File: config.mk
export PLATFORM = sky130hd
export DESIGN_NAME = switch_global_forwarding_control
export DESIGN_NICKNAME = d
export VERILOG_FILES = /design/src/shared/fwd_ctrl_pkg.sv /design/src/rtl/age_tick_gen.sv /design/src/rtl/switch_global_forwarding_control.sv
export VERILOG_INCLUDE_DIRS = /design/src /design/src/shared
export SDC_FILE = /design/constraint.sdc
export NUM_CORES = 1
export LEC_CHECK = 0
export BUFFER_PORTS_ARGS = -buffer_cell sky130_fd_sc_hd__buf_2
export CORE_MARGIN = 2
export CORE_UTILIZATION = 53
export DETAILED_ROUTE_END_ITERATION = 8
export PLACE_DENSITY = 0.91
export SYNTH_ARGS = -nofsm -noshare
export SYNTH_HDL_FRONTEND = slang
export SYNTH_SLANG_ARGS = --single-unit
File: constraint.sdc
create_clock -name clk_in -period 3.4 [get_ports clk_in]
set_clock_uncertainty 0.1 [all_clocks]
set_input_delay 0.68 -clock clk_in [delete_from_list [all_inputs] [get_ports clk_in]]
set_output_delay 0.68 -clock clk_in [all_outputs]
set_load 0.02 [all_outputs]
File: src/shared/fwd_ctrl_consts.svh
`ifndef FWD_CTRL_CONSTS_SVH
`define FWD_CTRL_CONSTS_SVH

// Register offsets on the management register port
`define CTRL_ONE_OFFSET 8'h03
`define CTRL_TWO_OFFSET 8'h04

// Control one fields
`define C1_FRAME_LEN_CHECK 3
`define C1_AGING_EN 2
`define C1_FAST_AGE_EN 1
`define C1_AGGR_BACKOFF 0
// Control one reset value; bit 0 comes from the mode strap
`define C1_RESET 8'h34

// Control two fields
`define C2_VLAN_MISMATCH_DISCARD 7
`define C2_MCAST_STORM_DISABLE 6
`define C2_BP_MODE 5
`define C2_FAIR_MODE 4
`define C2_NO_EXCESS_COLL_DROP 3
`define C2_HUGE_PKT 2
`define C2_LEGAL_SIZE_CHECK 1
`define C2_PRIO_BUF_RESERVE 0
// Control two reset value; bits 3 and 1 come from straps
`define C2_RESET 8'hF1

// Frame limits
`define LEN_TYPE_LIMIT 16'h05DC
`define HUGE_MAX_BYTES 11'h77C
`define TAGGED_MAX_BYTES 11'h5F2
`define UNTAGGED_MAX_BYTES 11'h5EE
`define DEFAULT_MAX_BYTES 11'h600
`define EXCESS_COLL_COUNT 5'h10

// Timing
`define CLK_PERIOD_NS 100
`define FAST_AGE_US 800
`define NORMAL_AGE_S 200
`define FAST_AGE_CYC ((`FAST_AGE_US * 1000) / `CLK_PERIOD_NS)
`define NORMAL_AGE_CYC ((64'd`NORMAL_AGE_S * 64'd1_000_000_000) / 64'd`CLK_PERIOD_NS)

`endif

File: src/shared/fwd_ctrl_pkg.sv
`default_nettype none

package fwd_ctrl_pkg;

  // Why a frame was refused; earliest listed reason wins when several apply
  typedef enum logic [1:0] {
    DROP_NONE,
    DROP_LENGTH_FIELD,
    DROP_OVERSIZE,
    DROP_VLAN_BOUNDARY
  } drop_reason_t;

endpackage

`default_nettype wire

File: src/rtl/age_tick_gen.sv
`timescale 1ns/1ps
`default_nettype none

// Address aging period divider: one-cycle tick per aging period
module age_tick_gen #(
  parameter logic [31:0] FAST_CYCLES = 32'h0000_1F40,
  parameter logic [31:0] NORMAL_CYCLES = 32'h7735_9400
) (
  input wire logic clk_in,
  input wire logic sys_rst_in,
  input wire logic enable_in,
  input wire logic fast_in,
  output logic tick_out
);

  logic [31:0] cnt_ff;
  logic [31:0] nxt_cnt;
  logic tick_ff;
  logic nxt_tick;
  logic [31:0] limit;

  always_comb begin
    limit = fast_in ? FAST_CYCLES : NORMAL_CYCLES;
    nxt_cnt = cnt_ff;
    nxt_tick = 1'b0;
    if (!enable_in) begin
      nxt_cnt = 32'h0000_0000;
    end else if (cnt_ff >= limit - 32'h0000_0001) begin
      nxt_cnt = 32'h0000_0000;
      nxt_tick = 1'b1;
    end else begin
      nxt_cnt = cnt_ff + 32'h0000_0001;
    end
  end

  always_ff @(posedge clk_in) begin
    if (sys_rst_in) begin
      cnt_ff <= 32'h0000_0000;
      tick_ff <= 1'b0;
    end else begin
      cnt_ff <= nxt_cnt;
      tick_ff <= nxt_tick;
    end
  end

  assign tick_out = tick_ff;

endmodule // age_tick_gen

`default_nettype wire

File: src/rtl/switch_global_forwarding_control.sv
// Overview of operation
// - Length checking on drops frames whose length field below 1500 mismatches.
// - Address aging runs only while aging enable is set; default set.
// - Fast age selects an aging period of about 800 microseconds.
// - Aggressive back-off for half duplex; default from mode strap at reset.
// - Discard set blocks all VLAN crossing; clear lets known unicast cross.
// - Port mirroring is withheld while the mismatch discard field is clear.
// - Storm disable set: only all-ones destination frames are counted.
// - Storm disable clear: destination bit 40 frames are also counted.
// - Back pressure mode: set is carrier sense, clear is collision based.
// - Fair mode drops non-flow-controlled source traffic under contention.
// - Fair mode off pauses the flow-controlled source under contention.
// - No-excessive-collision-drop keeps frames after 16 collisions; strap default.
// - Huge packet support accepts frames up to 1916 bytes inclusive.
// - Huge packet support overrides the legal size check field.
// - Legal check off allows 1536; on allows 1522 tagged, 1518 untagged.
// - Normal aging period is about 200 seconds.
`timescale 1ns/1ps
`default_nettype none
`include "fwd_ctrl_consts.svh"

module switch_global_forwarding_control
  import fwd_ctrl_pkg::*;
#(
  parameter logic [31:0] FAST_AGE_CYCLES = 32'(`FAST_AGE_CYC),
  parameter logic [31:0] NORMAL_AGE_CYCLES = 32'(`NORMAL_AGE_CYC)
) (
  input wire logic clk_in,
  input wire logic sys_rst_in,
  // Reset-time straps
  input wire logic mac_mode_strap_pin_in,
  input wire logic legal_size_strap_in,
  // Management register port
  input wire logic [7:0] reg_addr_in,
  input wire logic reg_wr_in,
  input wire logic [7:0] reg_wdata_in,
  input wire logic reg_rd_in,
  output logic [7:0] reg_rdata_out,
  output logic reg_rvalid_out,
  // Received frame descriptor
  input wire logic frm_valid_in,
  input wire logic [10:0] frm_size_in,
  input wire logic [15:0] frm_len_type_in,
  input wire logic [15:0] frm_data_len_in,
  input wire logic frm_tagged_in,
  input wire logic frm_da_all_ones_in,
  input wire logic frm_da_bit40_in,
  input wire logic frm_known_ucast_in,
  input wire logic frm_vlan_cross_in,
  input wire logic frm_mirror_req_in,
  // Frame verdict
  output logic verdict_valid_out,
  output logic verdict_accept_out,
  output logic [1:0] verdict_reason_out,
  output logic mirror_out,
  output logic storm_count_out,
  // Transmit collision handling
  input wire logic tx_coll_valid_in,
  input wire logic [4:0] tx_coll_cnt_in,
  output logic tx_drop_out,
  output logic tx_retry_out,
  // Egress contention between flow-controlled and plain sources
  input wire logic contention_in,
  output logic pause_fc_src_out,
  output logic drop_nfc_src_out,
  // Mode levels to the MAC logic, and the one-cycle aging tick
  output logic aggr_backoff_out,
  output logic bp_carrier_sense_out,
  output logic age_tick_out
);

  logic [7:0] ctrl_one_ff;
  logic [7:0] ctrl_two_ff;
  logic [7:0] nxt_ctrl_one;
  logic [7:0] nxt_ctrl_two;
  logic [7:0] rdata_ff;
  logic [7:0] nxt_rdata;
  logic rvalid_ff;
  logic nxt_rvalid;
  logic wr_one;
  logic wr_two;
  logic [7:0] ctrl_one_rst;
  logic [7:0] ctrl_two_rst;

  // Strap-merged defaults, taken on every edge while reset is high
  always_comb begin
    ctrl_one_rst = `C1_RESET;
    ctrl_one_rst[`C1_AGGR_BACKOFF] = mac_mode_strap_pin_in;
    ctrl_two_rst = `C2_RESET;
    ctrl_two_rst[`C2_NO_EXCESS_COLL_DROP] = mac_mode_strap_pin_in;
    ctrl_two_rst[`C2_LEGAL_SIZE_CHECK] = legal_size_strap_in;
  end

  assign wr_one = reg_wr_in && (reg_addr_in == `CTRL_ONE_OFFSET);
  assign wr_two = reg_wr_in && (reg_addr_in == `CTRL_TWO_OFFSET);

  // Register access; a read beside a write to the same address returns the old value
  always_comb begin
    nxt_ctrl_one = ctrl_one_ff;
    nxt_ctrl_two = ctrl_two_ff;
    nxt_rdata = rdata_ff;
    nxt_rvalid = reg_rd_in;
    if (wr_one) begin
      nxt_ctrl_one = reg_wdata_in;
    end
    if (wr_two) begin
      nxt_ctrl_two = reg_wdata_in;
    end
    if (reg_rd_in) begin
      case (reg_addr_in)
        `CTRL_ONE_OFFSET: nxt_rdata = ctrl_one_ff;
        `CTRL_TWO_OFFSET: nxt_rdata = ctrl_two_ff;
        default: nxt_rdata = 8'h00;
      endcase
    end
  end

  always_ff @(posedge clk_in) begin
    if (sys_rst_in) begin
      ctrl_one_ff <= ctrl_one_rst;
      ctrl_two_ff <= ctrl_two_rst;
      rdata_ff <= 8'h00;
      rvalid_ff <= 1'b0;
    end else begin
      ctrl_one_ff <= nxt_ctrl_one;
      ctrl_two_ff <= nxt_ctrl_two;
      rdata_ff <= nxt_rdata;
      rvalid_ff <= nxt_rvalid;
    end
  end

  assign reg_rdata_out = rdata_ff;
  assign reg_rvalid_out = rvalid_ff;

  // Field views
  logic len_check_en;
  logic aging_en;
  logic fast_age_en;
  logic vlan_discard;
  logic mcast_storm_off;
  logic fair_mode;
  logic keep_excess_coll;
  logic huge_en;
  logic legal_check_en;
  logic aggr_backoff_en;
  logic bp_carrier_sense;

  assign len_check_en = ctrl_one_ff[`C1_FRAME_LEN_CHECK];
  assign aging_en = ctrl_one_ff[`C1_AGING_EN];
  assign fast_age_en = ctrl_one_ff[`C1_FAST_AGE_EN];
  assign vlan_discard = ctrl_two_ff[`C2_VLAN_MISMATCH_DISCARD];
  assign mcast_storm_off = ctrl_two_ff[`C2_MCAST_STORM_DISABLE];
  assign fair_mode = ctrl_two_ff[`C2_FAIR_MODE];
  assign keep_excess_coll = ctrl_two_ff[`C2_NO_EXCESS_COLL_DROP];
  assign huge_en = ctrl_two_ff[`C2_HUGE_PKT];
  assign legal_check_en = ctrl_two_ff[`C2_LEGAL_SIZE_CHECK];
  assign aggr_backoff_en = ctrl_one_ff[`C1_AGGR_BACKOFF];
  assign bp_carrier_sense = ctrl_two_ff[`C2_BP_MODE];

  // Frame verdict
  logic verdict_valid_ff;
  logic verdict_accept_ff;
  drop_reason_t reason_ff;
  logic mirror_ff;
  logic storm_ff;
  logic nxt_verdict_valid;
  logic nxt_verdict_accept;
  drop_reason_t nxt_reason;
  logic nxt_mirror;
  logic nxt_storm;
  logic [10:0] max_size;
  logic len_err;
  logic size_err;
  logic vlan_err;
  logic frame_ok;

  always_comb begin
    len_err = len_check_en && (frm_len_type_in < `LEN_TYPE_LIMIT)
              && (frm_len_type_in != frm_data_len_in);
    if (huge_en) begin
      max_size = `HUGE_MAX_BYTES;
    end else if (legal_check_en) begin
      max_size = frm_tagged_in ? `TAGGED_MAX_BYTES : `UNTAGGED_MAX_BYTES;
    end else begin
      max_size = `DEFAULT_MAX_BYTES;
    end
    size_err = frm_size_in > max_size;
    vlan_err = frm_vlan_cross_in && (vlan_discard || !frm_known_ucast_in);
    frame_ok = !len_err && !size_err && !vlan_err;
    nxt_verdict_valid = frm_valid_in;
    nxt_verdict_accept = 1'b0;
    nxt_reason = DROP_NONE;
    nxt_mirror = 1'b0;
    nxt_storm = 1'b0;
    // Reasons are exclusive; the first failing check is reported
    if (frm_valid_in) begin
      if (len_err) begin
        nxt_reason = DROP_LENGTH_FIELD;
      end else if (size_err) begin
        nxt_reason = DROP_OVERSIZE;
      end else if (vlan_err) begin
        nxt_reason = DROP_VLAN_BOUNDARY;
      end else begin
        nxt_verdict_accept = 1'b1;
      end
      nxt_mirror = frm_mirror_req_in && vlan_discard && frame_ok;
      nxt_storm = frm_da_all_ones_in || (!mcast_storm_off && frm_da_bit40_in);
    end
  end

  always_ff @(posedge clk_in) begin
    if (sys_rst_in) begin
      verdict_valid_ff <= 1'b0;
      verdict_accept_ff <= 1'b0;
      reason_ff <= DROP_NONE;
      mirror_ff <= 1'b0;
      storm_ff <= 1'b0;
    end else begin
      verdict_valid_ff <= nxt_verdict_valid;
      verdict_accept_ff <= nxt_verdict_accept;
      reason_ff <= nxt_reason;
      mirror_ff <= nxt_mirror;
      storm_ff <= nxt_storm;
    end
  end

  // Verdict stands for the one cycle after the descriptor
  assign verdict_valid_out = verdict_valid_ff;
  assign verdict_accept_out = verdict_accept_ff;
  assign verdict_reason_out = reason_ff;
  assign mirror_out = mirror_ff;
  assign storm_count_out = storm_ff;

  // Collision, contention and mode levels
  logic tx_drop_ff;
  logic tx_retry_ff;
  logic pause_ff;
  logic nfc_drop_ff;
  logic aggr_ff;
  logic bp_cs_ff;
  logic nxt_tx_drop;
  logic nxt_tx_retry;
  logic nxt_pause;
  logic nxt_nfc_drop;
  logic excess;
  logic nxt_aggr;
  logic nxt_bp_cs;

  always_comb begin
    // Sixteen or more collisions count as excessive
    excess = tx_coll_cnt_in >= `EXCESS_COLL_COUNT;
    nxt_tx_drop = tx_coll_valid_in && excess && !keep_excess_coll;
    nxt_tx_retry = tx_coll_valid_in && (!excess || keep_excess_coll);
    nxt_nfc_drop = contention_in && fair_mode;
    nxt_pause = contention_in && !fair_mode;
    nxt_aggr = aggr_backoff_en;
    nxt_bp_cs = bp_carrier_sense;
  end

  always_ff @(posedge clk_in) begin
    if (sys_rst_in) begin
      tx_drop_ff <= 1'b0;
      tx_retry_ff <= 1'b0;
      pause_ff <= 1'b0;
      nfc_drop_ff <= 1'b0;
      aggr_ff <= 1'b0;
      bp_cs_ff <= 1'b0;
    end else begin
      tx_drop_ff <= nxt_tx_drop;
      tx_retry_ff <= nxt_tx_retry;
      pause_ff <= nxt_pause;
      nfc_drop_ff <= nxt_nfc_drop;
      aggr_ff <= nxt_aggr;
      bp_cs_ff <= nxt_bp_cs;
    end
  end

  assign tx_drop_out = tx_drop_ff;
  assign tx_retry_out = tx_retry_ff;
  assign pause_fc_src_out = pause_ff;
  assign drop_nfc_src_out = nfc_drop_ff;
  assign aggr_backoff_out = aggr_ff;
  assign bp_carrier_sense_out = bp_cs_ff;

  // Aging period
  // Count restarts whenever aging is switched off
  age_tick_gen #(
    .FAST_CYCLES(FAST_AGE_CYCLES),
    .NORMAL_CYCLES(NORMAL_AGE_CYCLES)
  ) u_age_tick (
    .clk_in(clk_in),
    .sys_rst_in(sys_rst_in),
    .enable_in(aging_en),
    .fast_in(fast_age_en),
    .tick_out(age_tick_out)
  );

endmodule // switch_global_forwarding_control

`default_nettype wire

Word-level counts from Yosys, hierarchy flattened
Index checks and enable logic that the tools add are counted. W data, S select, Z words.

Add/subtract/negate cells: 2. Order comparisons: 4. Equal/unequal tests: 3. Mux-type cells: 14. Bitwise operators: 2. Reduce and logical (&&, ||, !) cells: 33.

Operators with widths (count): $add A32 B1 Y32 const B (1); $ge A32 B32 Y1 (1); $sub A32 B1 Y32 const B (1); $mux W31 (1); $mux W10 (2); $lt A16 B11 Y1 const B (1); $ne A16 B16 Y1 (1); $pmux W8 S2 (1); $logic_and A1 B1 Y1 (15); $gt A11 B11 Y1 (1); $eq A8 B2 Y1 const B (1); $eq A8 B3 Y1 const B (1); $logic_not A1 Y1 (8); $mux W4 (2); $reduce_or A3 Y1 (2); $ge A5 B5 Y1 const B (1); $mux W1 (5); $mux W5 (1); $mux W2 (2); $reduce_bool A2 Y1 (2); $reduce_or A2 Y1 (2); $reduce_or A4 Y1 (1); $logic_or A1 B1 Y1 (3); $not A1 Y1 (2).

Register bits: 70. Input bits: 79. Output and inout bits: 22. Logic and storage cells: 78.

Longest topological paths before layout
Gate-level depths: netlist (run 1).

Depth in word-level cells: 8. Depth in mapped cells: 9. Mapped depth without buffers: 8.

Hierarchy
A second synthesis (run 1) with hierarchy kept.

Cell total of the unflattened synthesis: 414. Area, all modules: 3781.1 um^2.

By module, submodules not included: age_tick_gen (times used 1, cells each 208, area each 1915.6 um^2, seq. area each 660.6 um^2); switch_global_forwarding_control (times used 1, cells each 206, area each 1865.5 um^2, seq. area each 770.7 um^2).

Worst setup path after synthesis (run 1)
OpenSTA, ideal clock, no wires.

Kind: register to register. Start point: register ctrl_one_ff[1]. End point: register u_age_tick.cnt_ff[8]. Library setup time: 0.063 ns. Data arrival time: 2.314 ns. Data required time: 3.237 ns. Path slack: 0.923 ns. Cell stages (with the launch flop): 9. Path buffers: 2. Period minus slack after synthesis: 2.477 ns. Cells stage by stage: dfxtp_1 > ha_1 > a21o_1 > a211o_1 > a2111o_1 > a21o_1 > buf_6 > buf_12 > nor2_4.

Cells in the longest elaborated chain, start to end: 4.

RTL lines: from (decl) (RTL line switch_global_forwarding_control.sv:72) `logic [7:0] ctrl_one_ff;`; from (signal assigned) (RTL line switch_global_forwarding_control.sv:120) `ctrl_one_ff <= ctrl_one_rst;`; from (signal assigned) (RTL line switch_global_forwarding_control.sv:125) `ctrl_one_ff <= nxt_ctrl_one;`; $mux W31 (RTL line age_tick_gen.sv:23) `limit = fast_in ? FAST_CYCLES : NORMAL_CYCLES;`; $sub A32 B1 Y32 (RTL line age_tick_gen.sv:28) `end else if (cnt_ff >= limit - 32'h0000_0001) begin`; $ge A32 B32 Y1 (RTL line age_tick_gen.sv:28); $reduce_or A3 Y1 (no line); to (signal assigned) (RTL line age_tick_gen.sv:41) `cnt_ff <= nxt_cnt;`; to (decl) (RTL line age_tick_gen.sv:16) `logic [31:0] cnt_ff;`.

Every way passes these cells. A chain may end at the register's enable or synchronous reset.

Worst setup path after layout (run 1)
Start point: register ctrl_one_ff[1]. End point: register u_age_tick.cnt_ff[4].

Same word-level chain as after synthesis.

==> metrics.txt, run 1 <==
TritonCTS clock tree built; Syn Std Cell Area 3820 um2; startpoint types flop; top_reg_cell synth dfxtp_1; most common cell in the netlist dfxtp_1; drt drc 0; routed wire length 8510 um; final hold violations 0; cts bufs inserted 9; via count 3391; first-pass GRT wire length 13400 um; vias in the first global route 3110; outcome completed; fill count 529; Tightest Pin Transition 0.676 ns; Die H 88.9 um; Worst Path Arrival 2.98 ns; Synth top area share 35.1%; PwrDens 385 nW/um2; final weighted congestion in routability-driven placement 0.852; Antenna Nets Post-Route 0; layout cells sized above 1 26.2%; Post-CTS Resized 0; number of flops mapped to enable cells by yosys 3; Seq cells post-synth 70; Required @ worst endpoint 3.58 ns; Worst slew margin 54.6%; fin nets 611; top cells by count, synth dfxtp_1, nor2_1, nand2_1; die span in x 88.9 um; Layout area overhead 19.0%; Core ar. 6870 um2; Setup CP Type reg -> reg; Hold Crit Class reg -> reg; Finished Core Util 66.2%; initial core utilization 55.6%; setup violators final 0; Site Rows 30; dominant cell type by area after synthesis dfxtp_1; Vias/cell 5.58; Die Area 7900 um2; filler-free cell count of the finished design 608; async set or reset register ratio after synthesis 0%; clock sinks 70; diode count 0; final slew viol count 0; Mapped Avg Cell Area 9.24 um2; Worst Path Max Fanout 18; Synth cell types 54; Final Critical Period 2.79 ns; RSZ-0062 raised after global routing no; IO Port Bufs 96; Hold Worst Slack 0.365 ns; register area share after synthesis 37.5%; Clock Tree Root clkbuf_8; H-tree lvl count 3; hold-critical path depth 1; Crit. End Element flop; post-synthesis cell count 413; IO Count 101; Post-CTS Setup Inserts 0; hold_buf cts 0; drt pass-1 iters 4; grt ovf 0; leakage power 0.00196 uW; top post-synthesis cells by area dfxtp_1, ha_1, xor2_1, xnor2_1, nor2_1; worst skew pair latency 0.35 ns; period utilization 82.2%; syn nets 517; largest net degree at the start of global routing 38; all-layer global routing usage 21.8%; Max VDD drop 265 uV; CTS Buffer Depth 2; dpl hpwl 6540 um; TNS Setup 0 ns; Inst Count DP 592; initial antenna violation count 0; Worst Reg-to-Reg Cells 7; Fmax 358 MHz; wire per inst 14.0 um; Clock Pin Slew Worst Setup and Hold Paths 0.08 ns; Syn. warnings 0; Max Cap Violations 0; Iteration-0 DRC Markers 178
state kept, by name, indices dropped and copies added (netlist names), 2 cells and up:
register / count
verdict_reason_out: 2
ctrl_two_ff: 8
u_age_tick.cnt_ff: 32
reg_rdata_out: 8
ctrl_one_ff: 8
critical path, stage by stage (launching register included):
cell      delay (ns)
dfxtp_1         0.72
ha_1            0.37
a21o_1          0.17
a211o_1         0.32
a2111o_1        0.50
a21o_1          0.20
buf_4           0.21
nor2_1          0.13
path summary, 6_finish.rpt:
check / start / end / slack, ns
worst max register to register: ctrl_one_ff[1] / u_age_tick.cnt_ff[4] / 0.61
worst min-delay path: u_age_tick.cnt_ff[0] / u_age_tick.cnt_ff[0] / 0.36
worst min register to register: u_age_tick.cnt_ff[0] / u_age_tick.cnt_ff[0] / 0.36
worst max-delay path: ctrl_one_ff[1] / u_age_tick.cnt_ff[4] / 0.61
final cells by class:
cell class / instances / area [um2] / area share (%)
sequential: 70 / 1430 / 31.5
tap: 96 / 120 / 2.64
timing repair buffer: 99 / 503 / 11.1
multi-input combinational: 313 / 2220 / 48.8
inverter: 14 / 52.6 / 1.16
clock buffer: 11 / 174 / 3.83
clock inverter: 5 / 45.0 / 0.991
stage by stage:
step	worst slack, ns	cell area (um2)	power, uW
global route	0.443	4540	1820
finish	0.605	4540	1750
CTS	0.585	4540	1760
floorplan	0.923	3820	976
global placement	0.724	4330	1050
detailed placement	0.629	4330	1060
routing by layer:
metal / vias to the layer above / routed length, um / GRT usage, %
met2: 109 / 4410 / 39.6
met3: 15 / 500 / 4.10
met1: 1597 / 3430 / 24.9
met4: 0 / 165 / 9.23
li1: 1670 / - / -
met5: - / 0 / 0
logic make-up (layout without fill, tap and decap cells):
group           count (synthesis)  in the layout  share of synthesized area, %
simple gates                  182            182                          28.2
flops                          70             70                          37.5
compound gates                 56             56                          10.1
xor+xnor                       44             44                          10.1
buf+inv                        30            129                          4.39
fa+ha+maj                      25             25                          8.19
mux                             6              6                          1.57
layout by cell type (no fill, tap or decap), types with 6 or more instances in the layout:
| master | n |
|---|---|
| nor4_1 | 9 |
| inv_1 | 14 |
| nor2_1 | 38 |
| nand4_1 | 9 |
| a21oi_1 | 12 |
| dfxtp_1 | 67 |
| nand2_1 | 32 |
| a211oi_1 | 12 |
| xnor2_1 | 21 |
| nor2_4 | 10 |
| ha_1 | 25 |
| nor3_1 | 14 |
| o21ai_0 | 7 |
| buf_2 | 96 |
| xor2_1 | 23 |
| nand3_1 | 20 |
| mux2i_1 | 6 |
| nand2b_1 | 9 |
| a22oi_1 | 8 |
| clkbuf_8 | 9 |
report_power, final:
part           switching [uW]  total (uW)  internal (uW)
clock                     348         713            365
combinational             101         184           82.3
sequential               9.48         853            843
total                     459        1750           1290
No activity file was read; power rests on OpenSTA's default activity.
==> run 2: changes to the inputs <==
CORE_UTILIZATION = 48   (was 53)
PLACE_DENSITY = 0.88   (was 0.91)
clock period = 2.44 ns   (was 3.4 ns; I/O delays follow)
==> metrics.txt, run 2 (same netlist as run 1, synthesis figures left out) <==
outcome completed (unchanged); final weighted congestion in routability-driven placement 0.804 (was 0.852); most frequent cells in the layout buf_2, dfxtp_1, nor2_1, nand2_1, ha_1 (unchanged); H-tree lvl count 3 (unchanged); grt met1 use 24.2% (was 24.9%); Iteration-0 DRC Markers 191 (was 178); Clock Pin Slew Worst Setup and Hold Paths 0.09 ns (was 0.08 ns); hold_buf cts 0 (unchanged); dpl hpwl 6890 um (was 6540 um); GR Layer Usage met2 38.3% (was 39.6%); Site Rows 32 (was 30); Crit. End Element flop (unchanged); fill count 645 (was 529); vias in the first global route 3467 (was 3110); period utilization 95.9% (was 82.2%); Power, Total 2350 uW (was 1750 uW); wire per inst 14.4 um (was 14.0 um); worst setup path start ctrl_one_ff[1] (unchanged); filler-free cell count of the finished design 623 (was 608); hold-critical path depth 3 (was 1); DP Area 4410 um2 (was 4330 um2); Worst slew margin 67.5% (was 54.6%); Final Critical Period 2.34 ns (was 2.79 ns); setup violators final 0 (unchanged); Hold Crit Class in -> reg (was reg -> reg); Most flops, register u_age_tick.cnt_ff (unchanged); commonest non-fill, non-tap cell in the layout buf_2 (unchanged); cell area after layout 4610 um2 (was 4540 um2); final hold violations 0 (unchanged); Die Area 8680 um2 (was 7900 um2); PwrDens 510 nW/um2 (was 385 nW/um2); clock sinks 70 (unchanged); Critical R2R Capture u_age_tick.cnt_ff[7] (was u_age_tick.cnt_ff[4]); Max VDD drop 245 uV (was 265 uV); Most Crowded Layer GR met2 (unchanged); initial core utilization 49.4% (was 55.6%); cts bufs inserted 9 (unchanged); IO Port Bufs 96 (unchanged); Max Cap Violations 0 (unchanged); initial antenna violation count 0 (unchanged); routed wire length 9000 um (was 8510 um); met3 Use GR 5.08% (was 4.10%); Hold Path Origin frm_da_all_ones_in (was u_age_tick.cnt_ff[0]); fin nets 620 (was 611); die span in x 93.2 um (was 88.9 um); Core ar. 7730 um2 (was 6870 um2); Worst Path Arrival 2.53 ns (was 2.98 ns); startpoint types flop (unchanged); FF-to-FF setup slack 0.1 ns (was 0.61 ns); largest net degree at the start of global routing 37 (was 38); Required @ worst endpoint 2.63 ns (was 3.58 ns); multi-input logic area 2230 um2 (was 2220 um2); first-pass GRT wire length 15000 um (was 13400 um); IO Count 101 (unchanged); all-layer global routing usage 21.6% (was 21.8%); Tightest Pin Transition 0.484 ns (was 0.676 ns); drt drc 0 (unchanged); via count 3413 (was 3391); Worst Reg-to-Reg Cells 7 (unchanged); Clock Tree Root clkbuf_8 (unchanged); Inst Count DP 607 (was 592); diode count 0 (unchanged); leakage power 0.00200 uW (was 0.00196 uW); Finished Core Util 59.6% (was 66.2%); grt ovf 0 (unchanged); final slew viol count 0 (unchanged); TritonCTS clock tree built (unchanged); Reg area 1430 um2 (about the same); TNS Setup 0 ns (unchanged); Reg2Reg Launch Point ctrl_one_ff[1] (unchanged); CTS Buffer Depth 2 (unchanged); Worst Hold End storm_count_out (was u_age_tick.cnt_ff[0]); Vias/cell 5.48 (was 5.58); max reg flops 32 (unchanged); layout cells sized above 1 28.0% (was 26.2%); Fmax 427 MHz (was 358 MHz); Setup CP Type reg -> reg (unchanged); worst skew pair latency 0.36 ns (was 0.35 ns); drt pass-1 iters 5 (was 4); Antenna Nets Post-Route 0 (unchanged); Worst Path Max Fanout 27 (was 18); Layout area overhead 20.6% (was 19.0%); RSZ-0062 raised after global routing no (unchanged); Die H 93.2 um (was 88.9 um)
[run 2: what timing repair did]
action	4_1_cts	5_1_grt
setup endpoints to repair	0	1
gates resized for setup	0	2
buffers inserted	0	0
[run 2: stage by stage]
stage          hold slack [ns]  setup WS (ns)
2_1_floorplan            0.326          0.117
3_3_place_gp             0.338          0.221
3_5_place_dp             0.348         0.0975
4_1_cts                  0.229          0.111
5_1_grt                  0.253         0.0206
6_report                 0.241         0.0992
[run 2: layout make-up]
class	instances	share of cell area, %
clock inverter	7	1.28
clock buffer	9	2.69
multi-input combinational	313	48.4
tap	102	2.77
sequential	70	31.1
inverter	14	1.14
timing repair buffer	108	12.7
[run 2: worst max-delay path: stages, from the launching register on]
cell      delay, ns
dfxtp_2        0.48
ha_1           0.29
a21o_1         0.16
a211o_1        0.31
a2111o_1       0.41
a21o_1         0.19
buf_12         0.18
nor2_1         0.13
[run 2: layer usage]
| layer | part of all wire [%] | vias up |
|---|---|---|
| met1 | 39 | 1580 |
| met5 | 0 | - |
| met2 | 51 | 113 |
| met3 | 6.7 | 26 |
| met4 | 2.7 | 0 |
| li1 | - | 1694 |
[run 2: worst max path at each step]
stage | end | slack, ns | cells past startpoint
after floorplan | u_age_tick.cnt_ff[8] | 0.12 | 8
after global placement | u_age_tick.cnt_ff[30] | 0.22 | 7
after detailed placement | mirror_out | 0.1 | 9
after CTS | u_age_tick.cnt_ff[7] | 0.11 | 7
after global routing | u_age_tick.cnt_ff[21] | 0.02 | 9
final | u_age_tick.cnt_ff[7] | 0.1 | 7
[run 2: report_power, final]
group	switching [uW]	internal (uW)	total (uW)
combinational	146	119	265
sequential	14.1	1180	1190
clock	503	391	894
==> run 3: changes to the inputs <==
--- a/config.mk
+++ b/config.mk
@@ -7,7 +7,9 @@
 export NUM_CORES = 1
 export LEC_CHECK = 0
+export ABC_AREA = 1
 export BUFFER_PORTS_ARGS = -buffer_cell sky130_fd_sc_hd__buf_2
+export CORE_ASPECT_RATIO = 0.6
 export CORE_MARGIN = 2
-export CORE_UTILIZATION = 48
+export CORE_UTILIZATION = 49
 export DETAILED_ROUTE_END_ITERATION = 8
 export PLACE_DENSITY = 0.88
==> constraint.sdc (replaced) <==
create_clock -name clk_in -period 2.44 [get_ports clk_in]
set_clock_uncertainty 0.1 [all_clocks]
set_input_delay 0.366 -clock clk_in [delete_from_list [all_inputs] [get_ports clk_in]]
set_output_delay 0.366 -clock clk_in [all_outputs]
set_load 0.02 [all_outputs]
==> metrics.txt, run 3 <==
PwrDens 551 nW/um2 (was 510 nW/um2); final hold violations 0 (unchanged); post-synthesis cell count 677 (was 413); Pint 2160 uW (was 1690 uW); fill count 762 (was 645); RSZ-0062 raised after global routing no (unchanged); most frequent cells in the layout nand2_1, nor2_1, inv_1, buf_2, dfxtp_1 (was buf_2, dfxtp_1, nor2_1, nand2_1, ha_1); initial core utilization 50.7% (was 49.4%); drt drc 0 (unchanged); diode count 0 (unchanged); Post-CTS Resized 0 (unchanged); Worst slew margin 67.8% (was 67.5%); Psw 726 uW (was 663 uW); Synth top area share 30.9% (was 35.1%); Clk network pwr share 49.2% (was 38.1%); Die H 76.9 um (was 93.2 um); top_reg_cell synth dfxtp_1 (unchanged); fin nets 881 (was 620); period utilization 92.0% (was 95.9%); Layout area overhead 20.7% (was 20.6%); die span in x 126 um (was 93.2 um); TritonCTS clock tree built (unchanged); Clock Tree Root clkbuf_16 (was clkbuf_8); Most flops, register u_age_tick.cnt_ff (unchanged); IO Port Bufs 96 (unchanged); multi-input logic area 2450 um2 (was 2230 um2); vias in the first global route 4026 (was 3467); largest net degree at the start of global routing 33 (was 37); Seq pwr share 41.4% (was 50.6%); initial antenna violation count 0 (unchanged); Net Sw Frac 25.2% (was 28.2%); Mapped Avg Cell Area 6.41 um2 (was 9.24 um2); most common cell in the netlist nand2_1 (was dfxtp_1); Post-CTS Setup Inserts 0 (unchanged); Synth cell types 36 (was 54); layout cells sized above 1 18.7% (was 28.0%); grt ovf 0 (unchanged); dominant cell type by area after synthesis dfxtp_1 (unchanged); met2 routed WL 4370 um (was 4610 um); Site Rows 26 (was 32); Vias/cell 4.87 (was 5.48); via count 4357 (was 3413); Iteration-0 DRC Markers 312 (was 191); max layer used met4 (unchanged); Seq cells post-synth 70 (unchanged); met3 wire length 1040 um (was 606 um); Syn Std Cell Area 4340 um2 (was 3820 um2); register area share after synthesis 33.0% (was 37.5%); IO Count 101 (unchanged); top cells by count, synth nand2_1, nor2_1, inv_1 (was dfxtp_1, nor2_1, nand2_1); clock sinks 70 (unchanged); final slew viol count 0 (unchanged); routed wire length 10700 um (was 9000 um); startpoint types flop (unchanged); Max VDD drop 329 uV (was 245 uV); DP Area 4910 um2 (was 4410 um2); Crit. End Element flop (unchanged); first-pass GRT wire length 18000 um (was 15000 um); setup violators final 0 (unchanged); worst skew pair latency 0.34 ns (was 0.36 ns); final weighted congestion in routability-driven placement 0.919 (was 0.804); leakage power 0.00270 uW (was 0.00200 uW); max reg flops 32 (unchanged); Hold Crit Class in -> reg (unchanged); Die Area 9650 um2 (was 8680 um2); Clock Pin Slew Worst Setup and Hold Paths 0.06 ns (was 0.09 ns); cell area after layout 5240 um2 (was 4610 um2); Worst Path Max Fanout 32 (was 27); syn nets 781 (was 517); Final Critical Period 2.24 ns (was 2.34 ns); drt pass-1 iters 5 (unchanged); Fmax 445 MHz (was 427 MHz); TNS Setup 0 ns (unchanged); Worst Path Arrival 2.40 ns (was 2.53 ns); Antenna Nets Post-Route 0 (unchanged); M1 WL 5120 um (was 3540 um); cts bufs inserted 9 (unchanged); Required @ worst endpoint 2.60 ns (was 2.63 ns); Setup CP Type reg -> reg (unchanged); commonest non-fill, non-tap cell in the layout nand2_1 (was buf_2); all-layer global routing usage 22.9% (was 21.6%); Core ar. 8560 um2 (was 7730 um2); wire per inst 11.9 um (was 14.4 um); Syn. warnings 0 (unchanged); hold_buf cts 0 (unchanged); outcome completed (unchanged); async set or reset register ratio after synthesis 0% (unchanged); H-tree lvl count 3 (unchanged); Max Cap Violations 0 (unchanged); Tightest Pin Transition 0.483 ns (was 0.484 ns); dpl hpwl 8170 um (was 6890 um); Comb pwr share 9.5% (was 11.3%); top post-synthesis cells by area dfxtp_1, nand2_1, nor2_1, inv_1, ha_1 (was dfxtp_1, ha_1, xor2_1, xnor2_1, nor2_1); Reg area 1430 um2 (about the same); CTS Buffer Depth 2 (unchanged); number of flops mapped to enable cells by yosys 3 (unchanged)
[run 3: changes by cell type after synthesis, moves of 8 or more]
cell	delta
nand2_1	+189
inv_1	+86
nor2_1	+81
xnor2_1	-15
nand3_1	+12
nor2_2	+12
xor2_1	-12
a211oi_1	-11
nand2b_1	-9
a22oi_1	-8
[run 3: per-layer routing]
layer	vias up	GRT usage [%]
li1	2271	-
met2	184	33.8
met4	0	6.67
met3	17	7.54
met1	1885	31.7
met5	-	0
[run 3: kinds of logic after synthesis]
kind of cell,after synthesis,synth area share [%]
flops,70,33.0
fa+ha+maj,25,7.20
buf+inv,113,10.5
xor+xnor,17,3.43
simple gates,427,42.3
compound gates,25,3.52
[run 3: through the flow]
step	utilization, %	setup WS, ns	hold slack (ns)	instances	total power [uW]
4_1_cts	61.2	0.159	0.110	894	2890
2_1_floorplan	-	0.543	0.325	677	1380
5_1_grt	61.3	0.0111	0.117	894	2990
6_report	61.3	0.195	0.116	894	2890
3_3_place_gp	57.4	0.251	0.340	878	1480
3_5_place_dp	57.4	0.184	0.344	878	1490
[run 3: path summary, 6_finish.rpt]
path | startpoint | endpoint | slack [ns] | cells after the start
max | ctrl_one_ff[1] | u_age_tick.cnt_ff[31] | 0.20 | 11
min | tx_coll_cnt_in[4] | tx_retry_out | 0.12 | 2
max reg2reg | ctrl_one_ff[1] | u_age_tick.cnt_ff[31] | 0.20 | 11
min reg2reg | ctrl_two_ff[4] | pause_fc_src_out | 0.36 | 1
[run 3: worst max-delay path, stage by stage (launching register included)]
cell,delay (ns)
dfxtp_1,0.43
buf_4,0.24
ha_1,0.26
nand2_1,0.06
nand2_1,0.05
nand2_1,0.05
nand2_1,0.05
nand2_1,0.05
nand2_1,0.08
a21oi_2,0.18
nand3b_4,0.41
nor2_1,0.22
[run 3: power by group through the flow]
stage	logic [uW]	clock network, uW	registers (uW)
2_1_floorplan	143	0	1240
3_3_place_gp	266	0	1220
3_5_place_dp	272	0	1220
4_1_cts	273	1420	1190
5_1_grt	314	1480	1200
6_report	274	1420	1190
[run 3: area by class of cell]
| cell class | count | area share [%] |
|---|---|---|
| flip-flops and latches | 70 | 27.3 |
| inverters | 103 | 7.38 |
| repair buffers | 99 | 9.60 |
| well taps | 112 | 2.67 |
| clock inverters | 6 | 1.43 |
| clock buffers | 10 | 4.77 |
| multi-input cells | 494 | 46.8 |
